--- config.mk ---
export PLATFORM = sky130hd
export DESIGN_NAME = modem_host_buffer
export DESIGN_NICKNAME = d
export VERILOG_FILES = /design/src/include/modem_buffer_pkg.sv /design/src/verilog/modem_host_buffer.sv /design/src/verilog/modem_byte_fifo.sv
export SDC_FILE = /design/constraint.sdc
export NUM_CORES = 1
export LEC_CHECK = 0
export BUFFER_PORTS_ARGS = -buffer_cell sky130_fd_sc_hd__buf_2
export CORE_ASPECT_RATIO = 0.75
export CORE_MARGIN = 10
export CORE_UTILIZATION = 50
export CTS_CLUSTER_SIZE = 16
export DETAILED_ROUTE_END_ITERATION = 8
export GPL_TIMING_DRIVEN = 0
export PLACE_DENSITY = 0.64
export SETUP_SLACK_MARGIN = 0.02
export SLEW_MARGIN = 0
export SYNTH_ARGS = -nofsm -noshare
export SYNTH_HDL_FRONTEND = slang
export SYNTH_SLANG_ARGS = --single-unit
export TNS_END_PERCENT = 30
--- constraint.sdc ---
create_clock -name CLK -period 16.2 [get_ports CLK]
set_clock_uncertainty 0.05 [all_clocks]
set_input_delay 0.81 -clock CLK [delete_from_list [all_inputs] [get_ports CLK]]
set_output_delay 0.81 -clock CLK [all_outputs]
set_load 0.01 [all_outputs]
--- src/include/modem_buffer_pkg.sv ---
// Constants, types and helper functions for the modem host buffer block
//
// Notes on behaviour
// - One transmit and one receive buffer, each holding up to 16 bytes.
// - Receive buffer accepts bytes whenever it is not full, independent of any enable.
// - Transmit buffer buffers bytes only while its enable bit is set.
// - Each buffer flags half full whenever it holds 8 or more bytes.
// - Flags show transmit buffer has room and receive buffer holds a byte.
// - Masked interrupt request whenever any of the four buffer flags changes state.
// - DMA requests appear only while the modem is in a synchronous mode.
// - The DMA enable bit switches DMA support on and off.
// - With DMA on, ring pin carries transmit request, data-set-ready pin receive request.
// - Transmit request follows buffer-empty bit, receive request follows buffer-full bit.
// - Both requests are active high and driven straight from their status bits.
// - Synchronous coding is NRZ by default, NRZI both ways when selected.
// - NRZ sends a one as high level and a zero as low.
// - NRZI keeps the level for a one, toggles for a zero; receiver likewise.
// - Pattern bit set in sync mode: send the 511-bit pattern and detect it.
// - HDLC frame check is CRC-16 by default, CRC-32 when selected.
package modem_buffer_pkg;

	// ----------------------------------------
	// Buffer sizing
	// ----------------------------------------
	localparam int         FIFO_DEPTH = 16;
	localparam int         COUNT_W    = 5;
	localparam int         BYTE_W     = 8;
	localparam logic [4:0] FULL_CAP   = 5'h10;
	localparam logic [4:0] SINGLE_CAP = 5'h01;
	localparam logic [4:0] HALF_LEVEL = 5'h08;

	// ----------------------------------------
	// Serial side
	// ----------------------------------------
	localparam logic [2:0] LAST_BIT       = 3'h7;
	localparam logic [8:0] PRBS_SEED      = 9'h1ff;
	localparam logic [9:0] PATTERN_PERIOD = 10'h1ff;
	localparam logic       MARK_LEVEL     = 1'b1;

	// ----------------------------------------
	// Frame check
	// ----------------------------------------
	localparam logic [31:0] CRC16_POLY = 32'h00008408;
	localparam logic [31:0] CRC32_POLY = 32'hedb88320;
	localparam logic [31:0] CRC16_INIT = 32'h0000ffff;
	localparam logic [31:0] CRC32_INIT = 32'hffffffff;
	localparam logic [31:0] CRC16_GOOD = 32'h0000f0b8;
	localparam logic [31:0] CRC32_GOOD = 32'hdebb20e3;
	localparam logic [31:0] CRC16_MASK = 32'h0000ffff;

	// ----------------------------------------
	// Types
	// ----------------------------------------
	typedef enum logic {TX_IDLE, TX_SHIFT} tx_state_t;

	// ----------------------------------------
	// Functions
	// ----------------------------------------
	function automatic logic [31:0] crc_init(input logic wide);
		crc_init = wide ? CRC32_INIT : CRC16_INIT;
	endfunction

	// One reflected bit step; CRC-16 keeps the upper half at zero
	function automatic logic [31:0] crc_step(input logic [31:0] crc, input logic data_bit, input logic wide);
		logic [31:0] poly;
		poly     = wide ? CRC32_POLY : CRC16_POLY;
		crc_step = {1'b0, crc[31:1]} ^ ((crc[0] ^ data_bit) ? poly : 32'h00000000);
	endfunction

	function automatic logic prbs_next(input logic [8:0] s);
		prbs_next = s[8] ^ s[4];
	endfunction

endpackage

--- src/verilog/modem_host_buffer.sv ---
// Host data buffers, DMA request pins, line coding, test pattern and frame check
module modem_host_buffer #(
	parameter int DEPTH = modem_buffer_pkg::FIFO_DEPTH
) (
	// Clock and reset
	input  wire logic                                    CLK,
	input  wire logic                                    RST,
	// Configuration
	input  wire logic                                    SYNC_MODE,
	input  wire logic                                    TX_BUFFER_ENABLE,
	input  wire logic                                    DMA_ENABLE,
	input  wire logic                                    INVERTED_CODING_SELECT,
	input  wire logic                                    TEST_PATTERN_ENABLE,
	input  wire logic                                    HDLC_MODE,
	input  wire logic                                    CRC32_SELECT,
	input  wire logic                                    CRC_RESTART,
	input  wire logic [3:0]                              INT_MASK,
	// Host transmit and receive data
	input  wire logic                                    TX_WR_EN,
	input  wire logic [modem_buffer_pkg::BYTE_W-1:0]     TX_WR_DATA,
	input  wire logic                                    RX_RD_EN,
	output logic      [modem_buffer_pkg::BYTE_W-1:0]     RX_RD_DATA,
	output logic                                         RX_RD_VALID,
	// Status
	output logic                                         TX_NOT_FULL,
	output logic                                         RX_NOT_EMPTY,
	output logic                                         TX_HALF_FULL,
	output logic                                         RX_HALF_FULL,
	output logic                                         TX_BUFFER_EMPTY,
	output logic                                         RX_BUFFER_FULL,
	output logic                                         IRQ_REQUEST,
	// Shared ring and data-set-ready pins
	input  wire logic                                    RING_LEVEL_N,
	input  wire logic                                    DSR_LEVEL_N,
	output logic                                         RING_INDICATOR_OUT,
	output logic                                         DATA_SET_READY_OUT,
	// Serial line
	input  wire logic                                    BIT_TICK,
	output logic                                         TX_LINE,
	input  wire logic                                    RX_LINE,
	output logic                                         PATTERN_DETECT,
	output logic      [31:0]                             TX_FCS,
	output logic                                         RX_CRC_GOOD
);
	import modem_buffer_pkg::*;

	// ----------------------------------------
	// Buffers
	// ----------------------------------------
	logic [BYTE_W-1:0]  tx_head;
	logic [BYTE_W-1:0]  rx_head;
	logic [COUNT_W-1:0] tx_count;
	logic [COUNT_W-1:0] rx_count;
	logic [COUNT_W-1:0] tx_limit;
	logic               tx_pop;
	logic               rx_pop;
	logic               rx_push;
	logic [BYTE_W-1:0]  rx_byte;

	// Without the enable the transmit path holds a single byte only
	assign tx_limit = TX_BUFFER_ENABLE ? FULL_CAP : SINGLE_CAP;

	modem_byte_fifo #(
		.WIDTH (BYTE_W),
		.DEPTH (DEPTH),
		.CNT_W (COUNT_W)
	) u_tx_fifo (
		.clk     (CLK),
		.rst     (RST),
		.wr_en   (TX_WR_EN),
		.wr_data (TX_WR_DATA),
		.limit   (tx_limit),
		.rd_en   (tx_pop),
		.head    (tx_head),
		.count   (tx_count)
	);

	modem_byte_fifo #(
		.WIDTH (BYTE_W),
		.DEPTH (DEPTH),
		.CNT_W (COUNT_W)
	) u_rx_fifo (
		.clk     (CLK),
		.rst     (RST),
		.wr_en   (rx_push),
		.wr_data (rx_byte),
		.limit   (FULL_CAP),
		.rd_en   (rx_pop),
		.head    (rx_head),
		.count   (rx_count)
	);

	// ----------------------------------------
	// Status, interrupt and DMA pins
	// ----------------------------------------
	logic [3:0]        flags_ff;
	logic [3:0]        nxt_flags;
	logic              tx_empty_ff;
	logic              nxt_tx_empty;
	logic              rx_full_ff;
	logic              nxt_rx_full;
	logic              irq_ff;
	logic              nxt_irq;
	logic              ri_pin_ff;
	logic              nxt_ri_pin;
	logic              dsr_pin_ff;
	logic              nxt_dsr_pin;
	logic [1:0]        ring_sync_ff;
	logic [1:0]        dsr_sync_ff;
	logic [BYTE_W-1:0] rd_data_ff;
	logic [BYTE_W-1:0] nxt_rd_data;
	logic              rd_valid_ff;
	logic              nxt_rd_valid;
	logic              dma_on;

	always_comb begin
		// Flag order: tx not full, rx not empty, rx half full, tx half full
		nxt_flags[0] = tx_count < tx_limit;
		nxt_flags[1] = rx_count != '0;
		nxt_flags[2] = rx_count >= HALF_LEVEL;
		nxt_flags[3] = tx_count >= HALF_LEVEL;
		nxt_irq      = |((nxt_flags ^ flags_ff) & INT_MASK);
		nxt_tx_empty = nxt_flags[0];
		nxt_rx_full  = nxt_flags[1];
		dma_on       = DMA_ENABLE && SYNC_MODE;
		nxt_ri_pin   = dma_on ? nxt_tx_empty : ring_sync_ff[1];
		nxt_dsr_pin  = dma_on ? nxt_rx_full : dsr_sync_ff[1];
		rx_pop       = RX_RD_EN && (rx_count != '0);
		nxt_rd_data  = rx_pop ? rx_head : rd_data_ff;
		nxt_rd_valid = rx_pop;
	end

	always_ff @(posedge CLK or posedge RST) begin
		if (RST) begin
			flags_ff     <= 4'h1;
			tx_empty_ff  <= 1'b1;
			rx_full_ff   <= 1'b0;
			irq_ff       <= 1'b0;
			ri_pin_ff    <= 1'b1;
			dsr_pin_ff   <= 1'b1;
			ring_sync_ff <= 2'h3;
			dsr_sync_ff  <= 2'h3;
			rd_data_ff   <= '0;
			rd_valid_ff  <= 1'b0;
		end else begin
			flags_ff     <= nxt_flags;
			tx_empty_ff  <= nxt_tx_empty;
			rx_full_ff   <= nxt_rx_full;
			irq_ff       <= nxt_irq;
			ri_pin_ff    <= nxt_ri_pin;
			dsr_pin_ff   <= nxt_dsr_pin;
			ring_sync_ff <= {ring_sync_ff[0], RING_LEVEL_N};
			dsr_sync_ff  <= {dsr_sync_ff[0], DSR_LEVEL_N};
			rd_data_ff   <= nxt_rd_data;
			rd_valid_ff  <= nxt_rd_valid;
		end
	end

	assign TX_NOT_FULL        = flags_ff[0];
	assign RX_NOT_EMPTY       = flags_ff[1];
	assign RX_HALF_FULL       = flags_ff[2];
	assign TX_HALF_FULL       = flags_ff[3];
	assign TX_BUFFER_EMPTY    = tx_empty_ff;
	assign RX_BUFFER_FULL     = rx_full_ff;
	assign IRQ_REQUEST        = irq_ff;
	assign RING_INDICATOR_OUT = ri_pin_ff;
	assign DATA_SET_READY_OUT = dsr_pin_ff;
	assign RX_RD_DATA         = rd_data_ff;
	assign RX_RD_VALID        = rd_valid_ff;

	// ----------------------------------------
	// Transmit serialiser
	// ----------------------------------------
	tx_state_t         tx_state_ff;
	tx_state_t         nxt_tx_state;
	logic [BYTE_W-1:0] tx_shift_ff;
	logic [BYTE_W-1:0] nxt_tx_shift;
	logic [2:0]        tx_bits_ff;
	logic [2:0]        nxt_tx_bits;
	logic [8:0]        prbs_tx_ff;
	logic [8:0]        nxt_prbs_tx;
	logic              line_ff;
	logic              nxt_line;
	logic [31:0]       crc_tx_ff;
	logic [31:0]       nxt_crc_tx;
	logic [31:0]       fcs_ff;
	logic [31:0]       nxt_fcs;
	logic              tx_bit;
	logic              tx_data_bit;
	logic              pattern_on;
	logic              nrzi_on;

	always_comb begin
		pattern_on   = TEST_PATTERN_ENABLE && SYNC_MODE;
		nrzi_on      = INVERTED_CODING_SELECT && SYNC_MODE;
		nxt_tx_state = tx_state_ff;
		nxt_tx_shift = tx_shift_ff;
		nxt_tx_bits  = tx_bits_ff;
		nxt_prbs_tx  = prbs_tx_ff;
		nxt_line     = line_ff;
		nxt_crc_tx   = crc_tx_ff;
		tx_pop       = 1'b0;
		tx_bit       = MARK_LEVEL;
		tx_data_bit  = 1'b0;
		if (BIT_TICK) begin
			if (pattern_on) begin
				tx_bit      = prbs_next(prbs_tx_ff);
				nxt_prbs_tx = {prbs_tx_ff[7:0], tx_bit};
			end else begin
				unique case (tx_state_ff)
					TX_IDLE: begin
						if (tx_count != '0) begin
							tx_pop       = 1'b1;
							tx_bit       = tx_head[0];
							tx_data_bit  = 1'b1;
							nxt_tx_shift = {1'b0, tx_head[BYTE_W-1:1]};
							nxt_tx_bits  = LAST_BIT;
							nxt_tx_state = TX_SHIFT;
						end
					end
					TX_SHIFT: begin
						tx_bit       = tx_shift_ff[0];
						tx_data_bit  = 1'b1;
						nxt_tx_shift = {1'b0, tx_shift_ff[BYTE_W-1:1]};
						nxt_tx_bits  = tx_bits_ff - 1'b1;
						if (tx_bits_ff == 3'h1) begin
							nxt_tx_state = TX_IDLE;
						end
					end
				endcase
			end
			if (nrzi_on) begin
				nxt_line = tx_bit ? line_ff : ~line_ff;
			end else begin
				nxt_line = tx_bit;
			end
		end
		if (CRC_RESTART) begin
			nxt_crc_tx = crc_init(CRC32_SELECT);
		end else if (tx_data_bit && HDLC_MODE) begin
			nxt_crc_tx = crc_step(crc_tx_ff, tx_bit, CRC32_SELECT);
		end
		nxt_fcs = CRC32_SELECT ? ~nxt_crc_tx : (~nxt_crc_tx & CRC16_MASK);
	end

	always_ff @(posedge CLK or posedge RST) begin
		if (RST) begin
			tx_state_ff <= TX_IDLE;
			tx_shift_ff <= '0;
			tx_bits_ff  <= '0;
			prbs_tx_ff  <= PRBS_SEED;
			line_ff     <= MARK_LEVEL;
			crc_tx_ff   <= CRC16_INIT;
			fcs_ff      <= '0;
		end else begin
			tx_state_ff <= nxt_tx_state;
			tx_shift_ff <= nxt_tx_shift;
			tx_bits_ff  <= nxt_tx_bits;
			prbs_tx_ff  <= nxt_prbs_tx;
			line_ff     <= nxt_line;
			crc_tx_ff   <= nxt_crc_tx;
			fcs_ff      <= nxt_fcs;
		end
	end

	assign TX_LINE = line_ff;
	assign TX_FCS  = fcs_ff;

	// ----------------------------------------
	// Receive deserialiser and pattern checker
	// ----------------------------------------
	logic [1:0]        rx_sync_ff;
	logic              rx_prev_ff;
	logic              nxt_rx_prev;
	logic [BYTE_W-1:0] rx_shift_ff;
	logic [BYTE_W-1:0] nxt_rx_shift;
	logic [2:0]        rx_bits_ff;
	logic [2:0]        nxt_rx_bits;
	logic [8:0]        prbs_rx_ff;
	logic [8:0]        nxt_prbs_rx;
	logic [9:0]        lock_ff;
	logic [9:0]        nxt_lock;
	logic              detect_ff;
	logic              nxt_detect;
	logic [31:0]       crc_rx_ff;
	logic [31:0]       nxt_crc_rx;
	logic              crc_good_ff;
	logic              nxt_crc_good;
	logic              rx_bit;

	always_comb begin
		nxt_rx_prev  = rx_prev_ff;
		nxt_rx_shift = rx_shift_ff;
		nxt_rx_bits  = rx_bits_ff;
		nxt_prbs_rx  = prbs_rx_ff;
		nxt_lock     = lock_ff;
		nxt_crc_rx   = crc_rx_ff;
		rx_push      = 1'b0;
		rx_byte      = {rx_sync_ff[1], rx_shift_ff[BYTE_W-1:1]};
		rx_bit       = rx_sync_ff[1];
		if (BIT_TICK) begin
			// NRZI: unchanged level is a one
			rx_bit       = nrzi_on ? (rx_sync_ff[1] == rx_prev_ff) : rx_sync_ff[1];
			rx_byte      = {rx_bit, rx_shift_ff[BYTE_W-1:1]};
			nxt_rx_prev  = rx_sync_ff[1];
			nxt_rx_shift = rx_byte;
			nxt_rx_bits  = rx_bits_ff + 1'b1;
			rx_push      = rx_bits_ff == LAST_BIT;
			nxt_prbs_rx  = {prbs_rx_ff[7:0], rx_bit};
			if (!pattern_on || rx_bit != prbs_next(prbs_rx_ff)) begin
				nxt_lock = '0;
			end else if (lock_ff != PATTERN_PERIOD) begin
				nxt_lock = lock_ff + 1'b1;
			end
			if (HDLC_MODE) begin
				nxt_crc_rx = crc_step(crc_rx_ff, rx_bit, CRC32_SELECT);
			end
		end
		if (CRC_RESTART) begin
			nxt_crc_rx = crc_init(CRC32_SELECT);
		end
		nxt_detect   = pattern_on && (nxt_lock == PATTERN_PERIOD);
		nxt_crc_good = nxt_crc_rx == (CRC32_SELECT ? CRC32_GOOD : CRC16_GOOD);
	end

	always_ff @(posedge CLK or posedge RST) begin
		if (RST) begin
			rx_sync_ff  <= 2'h3;
			rx_prev_ff  <= MARK_LEVEL;
			rx_shift_ff <= '0;
			rx_bits_ff  <= '0;
			prbs_rx_ff  <= '0;
			lock_ff     <= '0;
			detect_ff   <= 1'b0;
			crc_rx_ff   <= CRC16_INIT;
			crc_good_ff <= 1'b0;
		end else begin
			rx_sync_ff  <= {rx_sync_ff[0], RX_LINE};
			rx_prev_ff  <= nxt_rx_prev;
			rx_shift_ff <= nxt_rx_shift;
			rx_bits_ff  <= nxt_rx_bits;
			prbs_rx_ff  <= nxt_prbs_rx;
			lock_ff     <= nxt_lock;
			detect_ff   <= nxt_detect;
			crc_rx_ff   <= nxt_crc_rx;
			crc_good_ff <= nxt_crc_good;
		end
	end

	assign PATTERN_DETECT = detect_ff;
	assign RX_CRC_GOOD    = crc_good_ff;

endmodule // modem_host_buffer

--- src/verilog/modem_byte_fifo.sv ---
// Byte FIFO with a run-time capacity limit, storage in flip-flops
module modem_byte_fifo #(
	parameter int WIDTH = 8,
	parameter int DEPTH = 16,
	parameter int CNT_W = 5
) (
	// Clock and reset
	input  wire logic             clk,
	input  wire logic             rst,
	// Fill side
	input  wire logic             wr_en,
	input  wire logic [WIDTH-1:0] wr_data,
	input  wire logic [CNT_W-1:0] limit,
	// Drain side
	input  wire logic             rd_en,
	output logic      [WIDTH-1:0] head,
	output logic      [CNT_W-1:0] count
);
	localparam int PTR_W = $clog2(DEPTH);

	logic [WIDTH-1:0] mem_ff [DEPTH];
	logic [WIDTH-1:0] nxt_mem [DEPTH];
	logic [PTR_W-1:0] wr_ptr_ff;
	logic [PTR_W-1:0] rd_ptr_ff;
	logic [PTR_W-1:0] nxt_wr_ptr;
	logic [PTR_W-1:0] nxt_rd_ptr;
	logic [CNT_W-1:0] count_ff;
	logic [CNT_W-1:0] nxt_count;
	logic             do_wr;
	logic             do_rd;

	function automatic logic [PTR_W-1:0] bump(input logic [PTR_W-1:0] p);
		bump = (int'(p) == DEPTH - 1) ? '0 : p + 1'b1;
	endfunction

	assign head  = mem_ff[rd_ptr_ff];
	assign count = count_ff;

	// ----------------------------------------
	// Next state
	// ----------------------------------------
	always_comb begin
		// A write beyond the limit is refused; a read of an empty buffer is ignored
		do_wr      = wr_en && (count_ff < limit);
		do_rd      = rd_en && (count_ff != '0);
		nxt_mem    = mem_ff;
		nxt_wr_ptr = wr_ptr_ff;
		nxt_rd_ptr = rd_ptr_ff;
		nxt_count  = count_ff;
		if (do_wr) begin
			nxt_mem[wr_ptr_ff] = wr_data;
			nxt_wr_ptr         = bump(wr_ptr_ff);
		end
		if (do_rd) begin
			nxt_rd_ptr = bump(rd_ptr_ff);
		end
		if (do_wr && !do_rd) begin
			nxt_count = count_ff + 1'b1;
		end else if (do_rd && !do_wr) begin
			nxt_count = count_ff - 1'b1;
		end
	end

	// ----------------------------------------
	// Registers
	// ----------------------------------------
	always_ff @(posedge clk or posedge rst) begin
		if (rst) begin
			for (int i = 0; i < DEPTH; i++) begin
				mem_ff[i] <= '0;
			end
			wr_ptr_ff <= '0;
			rd_ptr_ff <= '0;
			count_ff  <= '0;
		end else begin
			mem_ff    <= nxt_mem;
			wr_ptr_ff <= nxt_wr_ptr;
			rd_ptr_ff <= nxt_rd_ptr;
			count_ff  <= nxt_count;
		end
	end

endmodule // modem_byte_fifo

# Word level (Yosys, flattened, before mapping)
# Index checks and enable logic that the tools add are counted.
[op_classes] n_shift=0 n_mux=60 magnitude_cmp=10 reduce_logical=31 add_sub_neg=11 n_mul=0 n_eq_ne=13 div=0 bitwise_logic=16
[op_table] op="2-to-1 mux 32 bit" n=11
[op_table] op="bitwise mux 128 bit" n=2
[op_table] op="binary-select mux 8 bit (select 4 bit)" n=2
[op_table] op="demux 8 bit (select 4 bit)" n=2
[op_table] op="2-to-1 mux 8 bit" n=8
[op_table] op="XOR 31 x 32 -> 32 bit" n=2
[op_table] op="equality test 32 bit" n=1
[op_table] op="inverter 32 bit" n=1
[op_table] op="2-to-1 mux 10 bit" n=3
[op_table] op="2-to-1 mux 5 bit" n=5
[op_table] op="greater-or-equal comparator 5 bit, second input constant" n=4
[op_table] op="inverter 4 -> 5 bit" n=4
[op_table] op="2-to-1 mux 1 bit" n=17
[op_table] op="adder 4 x 1 -> 4 bit, second input constant" n=4
[op_table] op="equality test 4 x 1 -> 1 bit, second input constant" n=4
[op_table] op="logical AND 1 bit" n=16
[op_table] op="2-to-1 mux 4 bit" n=4
[op_table] op="one-hot mux 8 bit (2 select lines)" n=1
[op_table] op="adder 10 x 1 -> 10 bit, second input constant" n=1
[op_table] op="adder 5 x 1 -> 5 bit, second input constant" n=2
[op_table] op="equality test 10 x 9 -> 1 bit, second input constant" n=1
[op_table] op="greater-or-equal comparator 5 x 4 -> 1 bit, second input constant" n=2
[op_table] op="< comparator 5 x 1 -> 1 bit, second input constant" n=2
[op_table] op="!= test 10 x 9 -> 1 bit, second input constant" n=1
[op_table] op="24 further kinds" n=41
[word_totals] regBits=457 memories=0 latch_bits=0 rom_bits=0 ram_bits=0 out_inout_bits=53 elab_cells=205

# Logic depth before layout (Yosys ltp)
[depth] ltp_word=16 depth_mapped=14 depth_no_buf=13

# Hierarchy
# A second synthesis with hierarchy kept.
[unflattened] cells_unflattened=1682 area_unflattened_um2=21758.4
[modules_own_cells] mod="modem_host_buffer" n_inst=1 area_per_inst_um2=7866.3 cells_per_inst=759
[modules_own_cells] mod="modem_byte_fifo (u_rx_fifo)" n_inst=1 area_per_inst_um2=6951.7 cells_per_inst=463
[modules_own_cells] mod="modem_byte_fifo (u_tx_fifo)" n_inst=1 area_per_inst_um2=6940.4 cells_per_inst=460

# Worst setup path before layout
# OpenSTA, ideal clock, no wires.
[synth_timing] path_type="in2reg" start="input port TX_BUFFER_ENABLE" end="register u_tx_fifo.count_ff[4] (netlist: u_tx_fifo.count[4])" cell_stages=14 setup_time_ns=0.125 arrival_time_ns=2.959 path_buffers=1 setup_slack_ns=13.066 path_cell_list="inv_1 ha_1 o21a_1 nor2_1 and2_1 buf_4 ha_1 inv_1 ha_1 a21o_1 a21oi_1 xnor2_1 nor2_1 xor2_1"
[synth_via] elab_chain_cells=6
[synth_lines] item="start, declared" line_no="modem_host_buffer.sv:10" source="input wire logic TX_BUFFER_ENABLE,"
[synth_lines] item="2-to-1 mux 5 bit *" line_no="modem_host_buffer.sv:61" source="assign tx_limit = TX_BUFFER_ENABLE ? FULL_CAP : SINGLE_CAP;"
[synth_lines] item="< comparator 5 bit *"
[synth_lines] item="via nxt_flags[0]" line_no="modem_host_buffer.sv:97" source="logic [3:0] nxt_flags;"
[synth_lines] item="logical AND 1 bit *" line_no="modem_byte_fifo.sv:44" source="do_wr = wr_en && (count_ff < limit);"
[synth_lines] item="via u_tx_fifo.do_wr" line_no="modem_byte_fifo.sv:29" source="logic do_wr;"
[synth_lines] item="zero test 1 bit" line_no="modem_byte_fifo.sv:59" source="end else if (do_rd && !do_wr) begin"
[synth_lines] item="logical AND 1 bit" line_no="modem_byte_fifo.sv:59"
[synth_lines] item="nonzero test 2 bit (no source line)"
[synth_lines] item="end signal, assigned" line_no="modem_byte_fifo.sv:79" source="count_ff <= nxt_count;"
[synth_lines] item="end, declared" line_no="modem_byte_fifo.sv:27" source="logic [CNT_W-1:0] count_ff;"
# The timed path passes the listed nets; every way through them passes the cells marked *.
# A chain may end at the register's enable or synchronous reset.

# Worst setup path in the final report
[layout_timing] start="register u_rx_fifo.count_ff[3] (netlist: u_rx_fifo.count[3])" end="register u_rx_fifo.count_ff[4] (netlist: u_rx_fifo.count[4])"
[layout_via] elab_chain_cells=6
[layout_lines] item="start, declared" line_no="modem_byte_fifo.sv:27"
[layout_lines] item="start signal, assigned" line_no="modem_byte_fifo.sv:79"
[layout_lines] item="nonzero test 5 bit *"
[layout_lines] item="via nxt_flags[1]" line_no="modem_host_buffer.sv:97"
[layout_lines] item="logical AND 1 bit" line_no="modem_host_buffer.sv:128" source="rx_pop = RX_RD_EN && (rx_count != '0);"
[layout_lines] item="logical AND 1 bit *" line_no="modem_byte_fifo.sv:45" source="do_rd = rd_en && (count_ff != '0);"
[layout_lines] item="zero test 1 bit" line_no="modem_byte_fifo.sv:57" source="if (do_wr && !do_rd) begin"
[layout_lines] item="logical AND 1 bit" line_no="modem_byte_fifo.sv:57"
[layout_lines] item="2-to-1 mux 5 bit / nonzero test 2 bit (equally long branches)"
# The timed path passes the listed nets; every way through them passes the cells marked *. The select of a mux whose other input is x is not followed.

==> impl_metrics.prom <==
# TYPE chip_impl_metric gauge
chip_impl_info{name="status",value="complete, no violations"} 1
chip_impl_metric{name="worst-path-max-fanout",unit=""} 10
chip_impl_metric{name="cell_area_synth",unit="sq mm"} 0.0207
chip_impl_metric{name="tritoncts.num_buffers",unit=""} 46
chip_impl_metric{name="htree_levels",unit=""} 2
chip_impl_metric{name="die_w",unit="um"} 255
chip_impl_metric{name="synthDistinctLibCells",unit=""} 74
chip_impl_metric{name="avgSynthCellArea",unit="sq um"} 13.0
chip_impl_info{name="cts_tree",value="done"} 1
chip_impl_metric{name="worstSkewPairLatency",unit="ns"} 0.56
chip_impl_metric{name="power.share.clock",unit=""} 0.286
chip_impl_metric{name="cts_repair_resizes",unit=""} 0
chip_impl_metric{name="share_of_async_settable_or_async_resettable_flops_after_synthesis",unit=""} 1.00
chip_impl_metric{name="slew_violations",unit=""} 0
chip_impl_metric{name="worst_r2r_path_depth",unit=""} 13
chip_impl_metric{name="core_area",unit="sq mm"} 0.0408
chip_impl_metric{name="viasPerCell",unit=""} 5.86
chip_impl_metric{name="synthToLayoutAreaGrowth",unit="%"} 13.1
chip_impl_metric{name="antennaDiodeCount",unit=""} 0
chip_impl_metric{name="power_report.internal_total",unit="mW"} 2.61
chip_impl_metric{name="detailedPlacementHpwl",unit="mm"} 33.1
chip_impl_metric{name="dpl-instance-area",unit="sq mm"} 0.0219
chip_impl_metric{name="cts-root-to-sink-buffers",unit=""} 3
chip_impl_metric{name="min_period_over_period",unit=""} 0.235
chip_impl_metric{name="ys_warns",unit=""} 0
chip_impl_metric{name="clkSinkCount",unit=""} 446
chip_impl_metric{name="placement.io_buffers",unit=""} 80
chip_impl_metric{name="relSlewSlack",unit=""} 0.261
chip_impl_metric{name="dpl.cell_count",unit=""} 2207
chip_impl_info{name="worstSetupStartpointType",value="flip-flop"} 1
chip_impl_metric{name="vdd.ir_drop.worst",unit="uV"} 96.6
chip_impl_info{name="synth_ff_type",value="sky130_fd_sc_hd__dfrtp_1"} 1
chip_impl_metric{name="ys_seq_area_frac",unit=""} 0.542
chip_impl_metric{name="count_of_flip_flops_with_a_built_in_enable_after_synthesis",unit=""} 0
chip_impl_info{name="class_of_the_worst_hold_path",value="input port to async pin"} 1
chip_impl_metric{name="count_of_maximum_capacitance_violations",unit=""} 0
chip_impl_metric{name="finalSetupViolCount",unit=""} 0
chip_impl_metric{name="holdBufCountCts",unit=""} 0
chip_impl_metric{name="ios",unit=""} 81
chip_impl_metric{name="grt_antenna_before_repair",unit=""} 0
chip_impl_metric{name="power_leakage",unit="nW"} 10.6
chip_impl_metric{name="dieHeight",unit="um"} 196
chip_impl_metric{name="floorplan.initialDensity",unit=""} 0.507
chip_impl_metric{name="post_route_ant_nets",unit=""} 0
chip_impl_metric{name="pwr-share-comb",unit=""} 0.291
chip_impl_metric{name="tightest_slew",unit="ns"} 1.11
chip_impl_metric{name="finalWeightedCongestion",unit=""} 0.888
chip_impl_metric{name="pre_cts_ws",unit="ns"} 12.37
chip_impl_info{name="setup.worst_path.class",value="flip-flop to flip-flop"} 1
chip_impl_info{name="rr_endpoint",value="u_rx_fifo.count[4]"} 1
chip_impl_info{name="worst_r2r_startpoint",value="u_rx_fifo.count[3]"} 1
chip_impl_metric{name="finalInstanceArea",unit="sq mm"} 0.0234
chip_impl_metric{name="critical_path_arrival",unit="ns"} 4.20
chip_impl_metric{name="setup_total_negative_slack",unit="ns"} 0
chip_impl_metric{name="postRouteWirelength",unit="mm"} 47.6
chip_impl_metric{name="whs",unit="ns"} 0.230
chip_impl_metric{name="final_net_count",unit=""} 1781
chip_impl_metric{name="switchingPower",unit="mW"} 1.16
chip_impl_metric{name="grt_start_max_net_pins",unit=""} 130
chip_impl_info{name="grt_setup_unrepaired",value="no"} 1
chip_impl_metric{name="power.density_cell_area",unit="mW/mm^2"} 161
chip_impl_metric{name="drcViolationCount",unit=""} 0
chip_impl_metric{name="grt_first_pass_wirelength",unit="mm"} 77.9
chip_impl_metric{name="syn-num-nets",unit=""} 1649
chip_impl_info{name="cts_root_buffer",value="sky130_fd_sc_hd__clkbuf_16"} 1
chip_impl_metric{name="crit_required",unit="ns"} 16.59
chip_impl_metric{name="clkSlewWorstSetupHoldPaths",unit="ns"} 0.06
chip_impl_metric{name="final-instance-count-excl-fill",unit=""} 2291
chip_impl_metric{name="total_overflow_reported_by_the_global_router",unit=""} 0
chip_impl_metric{name="power.share.switching",unit=""} 0.307
chip_impl_metric{name="pwr-share-seq",unit=""} 0.423
chip_impl_metric{name="die_area",unit="sq mm"} 0.0500
chip_impl_metric{name="final_hold_viol_count",unit=""} 0
chip_impl_info{name="critPathCaptureType",value="flip-flop"} 1
chip_impl_metric{name="syn_inst",unit=""} 1595
chip_impl_metric{name="grt_pass1_vias",unit=""} 13748
chip_impl_metric{name="drt-wirelength-per-cell",unit="um"} 20.8
chip_impl_metric{name="std_cell_rows",unit=""} 64
chip_impl_metric{name="drtPass1Iterations",unit=""} 5
chip_impl_metric{name="layout_cells_sized_above_1",unit=""} 0.332
chip_impl_metric{name="vias",unit=""} 13421
chip_impl_metric{name="reg2reg_slack",unit="ns"} 12.40
chip_impl_metric{name="detail_route.iter0.violations",unit=""} 1041
chip_impl_metric{name="globalRouteTotalUtil",unit=""} 0.195
chip_impl_metric{name="timing_limited_maximum_frequency",unit="MHz"} 263
chip_impl_metric{name="final_critical_path_setup_slack",unit="ns"} 12.40
chip_impl_metric{name="post_cts_buffers",unit=""} 0
chip_impl_metric{name="layout_min_cycle_time",unit="ns"} 3.80
chip_impl_metric{name="postSynthRegisterBits",unit=""} 446
logic make-up after synthesis:
family	Yosys count	share of synthesized area
xor+xnor	54	0.0242
fa+ha+maj	26	0.0164
compound gates	204	0.0661
mux	363	0.239
flops	446	0.542
buf+inv	137	0.0265
simple gates	365	0.0851
stage by stage:
step                      utilization  power, mW
after floorplan                     -       2.40
after global placement          0.533       2.67
after detailed placement        0.536       2.72
after CTS                       0.573       3.82
after global routing            0.573       3.99
final                           0.573       3.77
area by class of cell:
cell class	count	area, sq um
plain buffers	104	424
flip-flops and latches	446	11200
clock buffers	73	1360
clock inverters	11	178
well taps	528	661
multi-input cells	1012	8920
inverters	33	131
repair buffers	84	510
fillers	3292	17400
synthesized netlist by cell type, types with 7 or more instances:
cell	count	area, sq um
sky130_fd_sc_hd__nand2_1	159	597
sky130_fd_sc_hd__buf_1	13	48.8
sky130_fd_sc_hd__clkbuf_1	80	300
sky130_fd_sc_hd__xnor2_1	36	315
sky130_fd_sc_hd__o221ai_1	9	78.8
sky130_fd_sc_hd__mux4_2	79	1780
sky130_fd_sc_hd__mux2i_1	19	190
sky130_fd_sc_hd__nor2_2	12	75.1
sky130_fd_sc_hd__nor4_1	7	43.8
sky130_fd_sc_hd__o21ai_0	58	290
sky130_fd_sc_hd__o22ai_1	10	62.6
sky130_fd_sc_hd__nor2_1	53	199
sky130_fd_sc_hd__and2_1	16	100
sky130_fd_sc_hd__or4_1	10	75.1
sky130_fd_sc_hd__and3_1	12	75.1
sky130_fd_sc_hd__nor3_1	19	95.1
sky130_fd_sc_hd__a22oi_1	18	135
sky130_fd_sc_hd__mux2_2	265	2980
sky130_fd_sc_hd__a21oi_1	38	190
sky130_fd_sc_hd__xor2_1	16	140
sky130_fd_sc_hd__dfrtp_1	394	9860
sky130_fd_sc_hd__a21o_1	7	52.6
sky130_fd_sc_hd__nand3_1	31	155
sky130_fd_sc_hd__dfstp_2	52	1370
sky130_fd_sc_hd__ha_1	24	300
sky130_fd_sc_hd__o311ai_0	9	78.8
sky130_fd_sc_hd__inv_1	31	116
sky130_fd_sc_hd__nand4_1	13	81.3
power groups by stage:
stage | Clock [mW] | Combinational (mW) | Sequential, mW
finish | 1.08 | 1.10 | 1.59
global route | 1.15 | 1.21 | 1.63
CTS | 1.11 | 1.11 | 1.59
detailed placement | 0 | 1.11 | 1.61
global placement | 0 | 1.07 | 1.60
floorplan | 0 | 0.834 | 1.57
registers in the layout (all words and copies together), names as in the netlist, 8 cells and up:
| signal | count |
|---|---|
| u_tx_fifo.mem_ff | 128 |
| u_rx_fifo.mem_ff | 128 |
| crc_tx_ff | 32 |
| crc_rx_ff | 32 |
| prbs_tx_ff | 9 |
| lock_ff | 10 |
| RX_RD_DATA | 8 |
| TX_FCS | 32 |
critical path, cell delays in order (launching register included):
cell,delay (ns)
sky130_fd_sc_hd__dfrtp_1,0.40
sky130_fd_sc_hd__or2_2,0.35
sky130_fd_sc_hd__nor4_1,0.48
sky130_fd_sc_hd__inv_1,0.12
sky130_fd_sc_hd__nand2_1,0.21
sky130_fd_sc_hd__clkbuf_1,0.52
sky130_fd_sc_hd__ha_1,0.31
sky130_fd_sc_hd__inv_1,0.12
sky130_fd_sc_hd__fa_1,0.41
sky130_fd_sc_hd__a21o_1,0.18
sky130_fd_sc_hd__a21oi_1,0.18
sky130_fd_sc_hd__xnor2_1,0.14
sky130_fd_sc_hd__nor2_1,0.07
sky130_fd_sc_hd__xor2_1,0.15
layer usage:
metal	global-route usage	part of all wire
met5	0	0
met4	0.0449	0.016
met3	0.0310	0.048
met2	0.297	0.46
met1	0.288	0.47
worst max path at each step:
stage | cells past startpoint | to | startpoint
6_report | 13 | u_rx_fifo.count[4] | u_rx_fifo.count[3]
3_3_place_gp | 2 | crc_tx_ff[24] | RST
5_1_grt | 13 | u_rx_fifo.count[4] | u_rx_fifo.count[3]
3_5_place_dp | 15 | u_tx_fifo.count[4] | TX_BUFFER_ENABLE
2_1_floorplan | 1 | IRQ_REQUEST | RST
4_1_cts | 13 | u_rx_fifo.count[4] | u_rx_fifo.count[3]
cells in the final DEF (no fill, tap or decap), types with 10 or more instances in the layout:
cell type / instances
sky130_fd_sc_hd__clkbuf_16: 46
sky130_fd_sc_hd__o22ai_1: 10
sky130_fd_sc_hd__inv_1: 30
sky130_fd_sc_hd__mux2i_1: 19
sky130_fd_sc_hd__mux4_2: 79
sky130_fd_sc_hd__buf_1: 13
sky130_fd_sc_hd__o21ai_0: 58
sky130_fd_sc_hd__clkbuf_8: 11
sky130_fd_sc_hd__nand4_1: 13
sky130_fd_sc_hd__dfstp_2: 52
sky130_fd_sc_hd__xor2_1: 16
sky130_fd_sc_hd__xnor2_1: 36
sky130_fd_sc_hd__nand3_1: 31
sky130_fd_sc_hd__a22oi_1: 18
sky130_fd_sc_hd__ha_1: 24
sky130_fd_sc_hd__and3_1: 12
sky130_fd_sc_hd__buf_2: 86
sky130_fd_sc_hd__nor2_2: 12
sky130_fd_sc_hd__or4_1: 10
sky130_fd_sc_hd__dfrtp_1: 394
sky130_fd_sc_hd__clkbuf_1: 96
sky130_fd_sc_hd__mux2_2: 265
sky130_fd_sc_hd__nor2_1: 53
sky130_fd_sc_hd__and2_1: 16
sky130_fd_sc_hd__a21oi_1: 38
sky130_fd_sc_hd__nor3_1: 19
sky130_fd_sc_hd__nand2_1: 159
(Power assumes the default switching activity.)
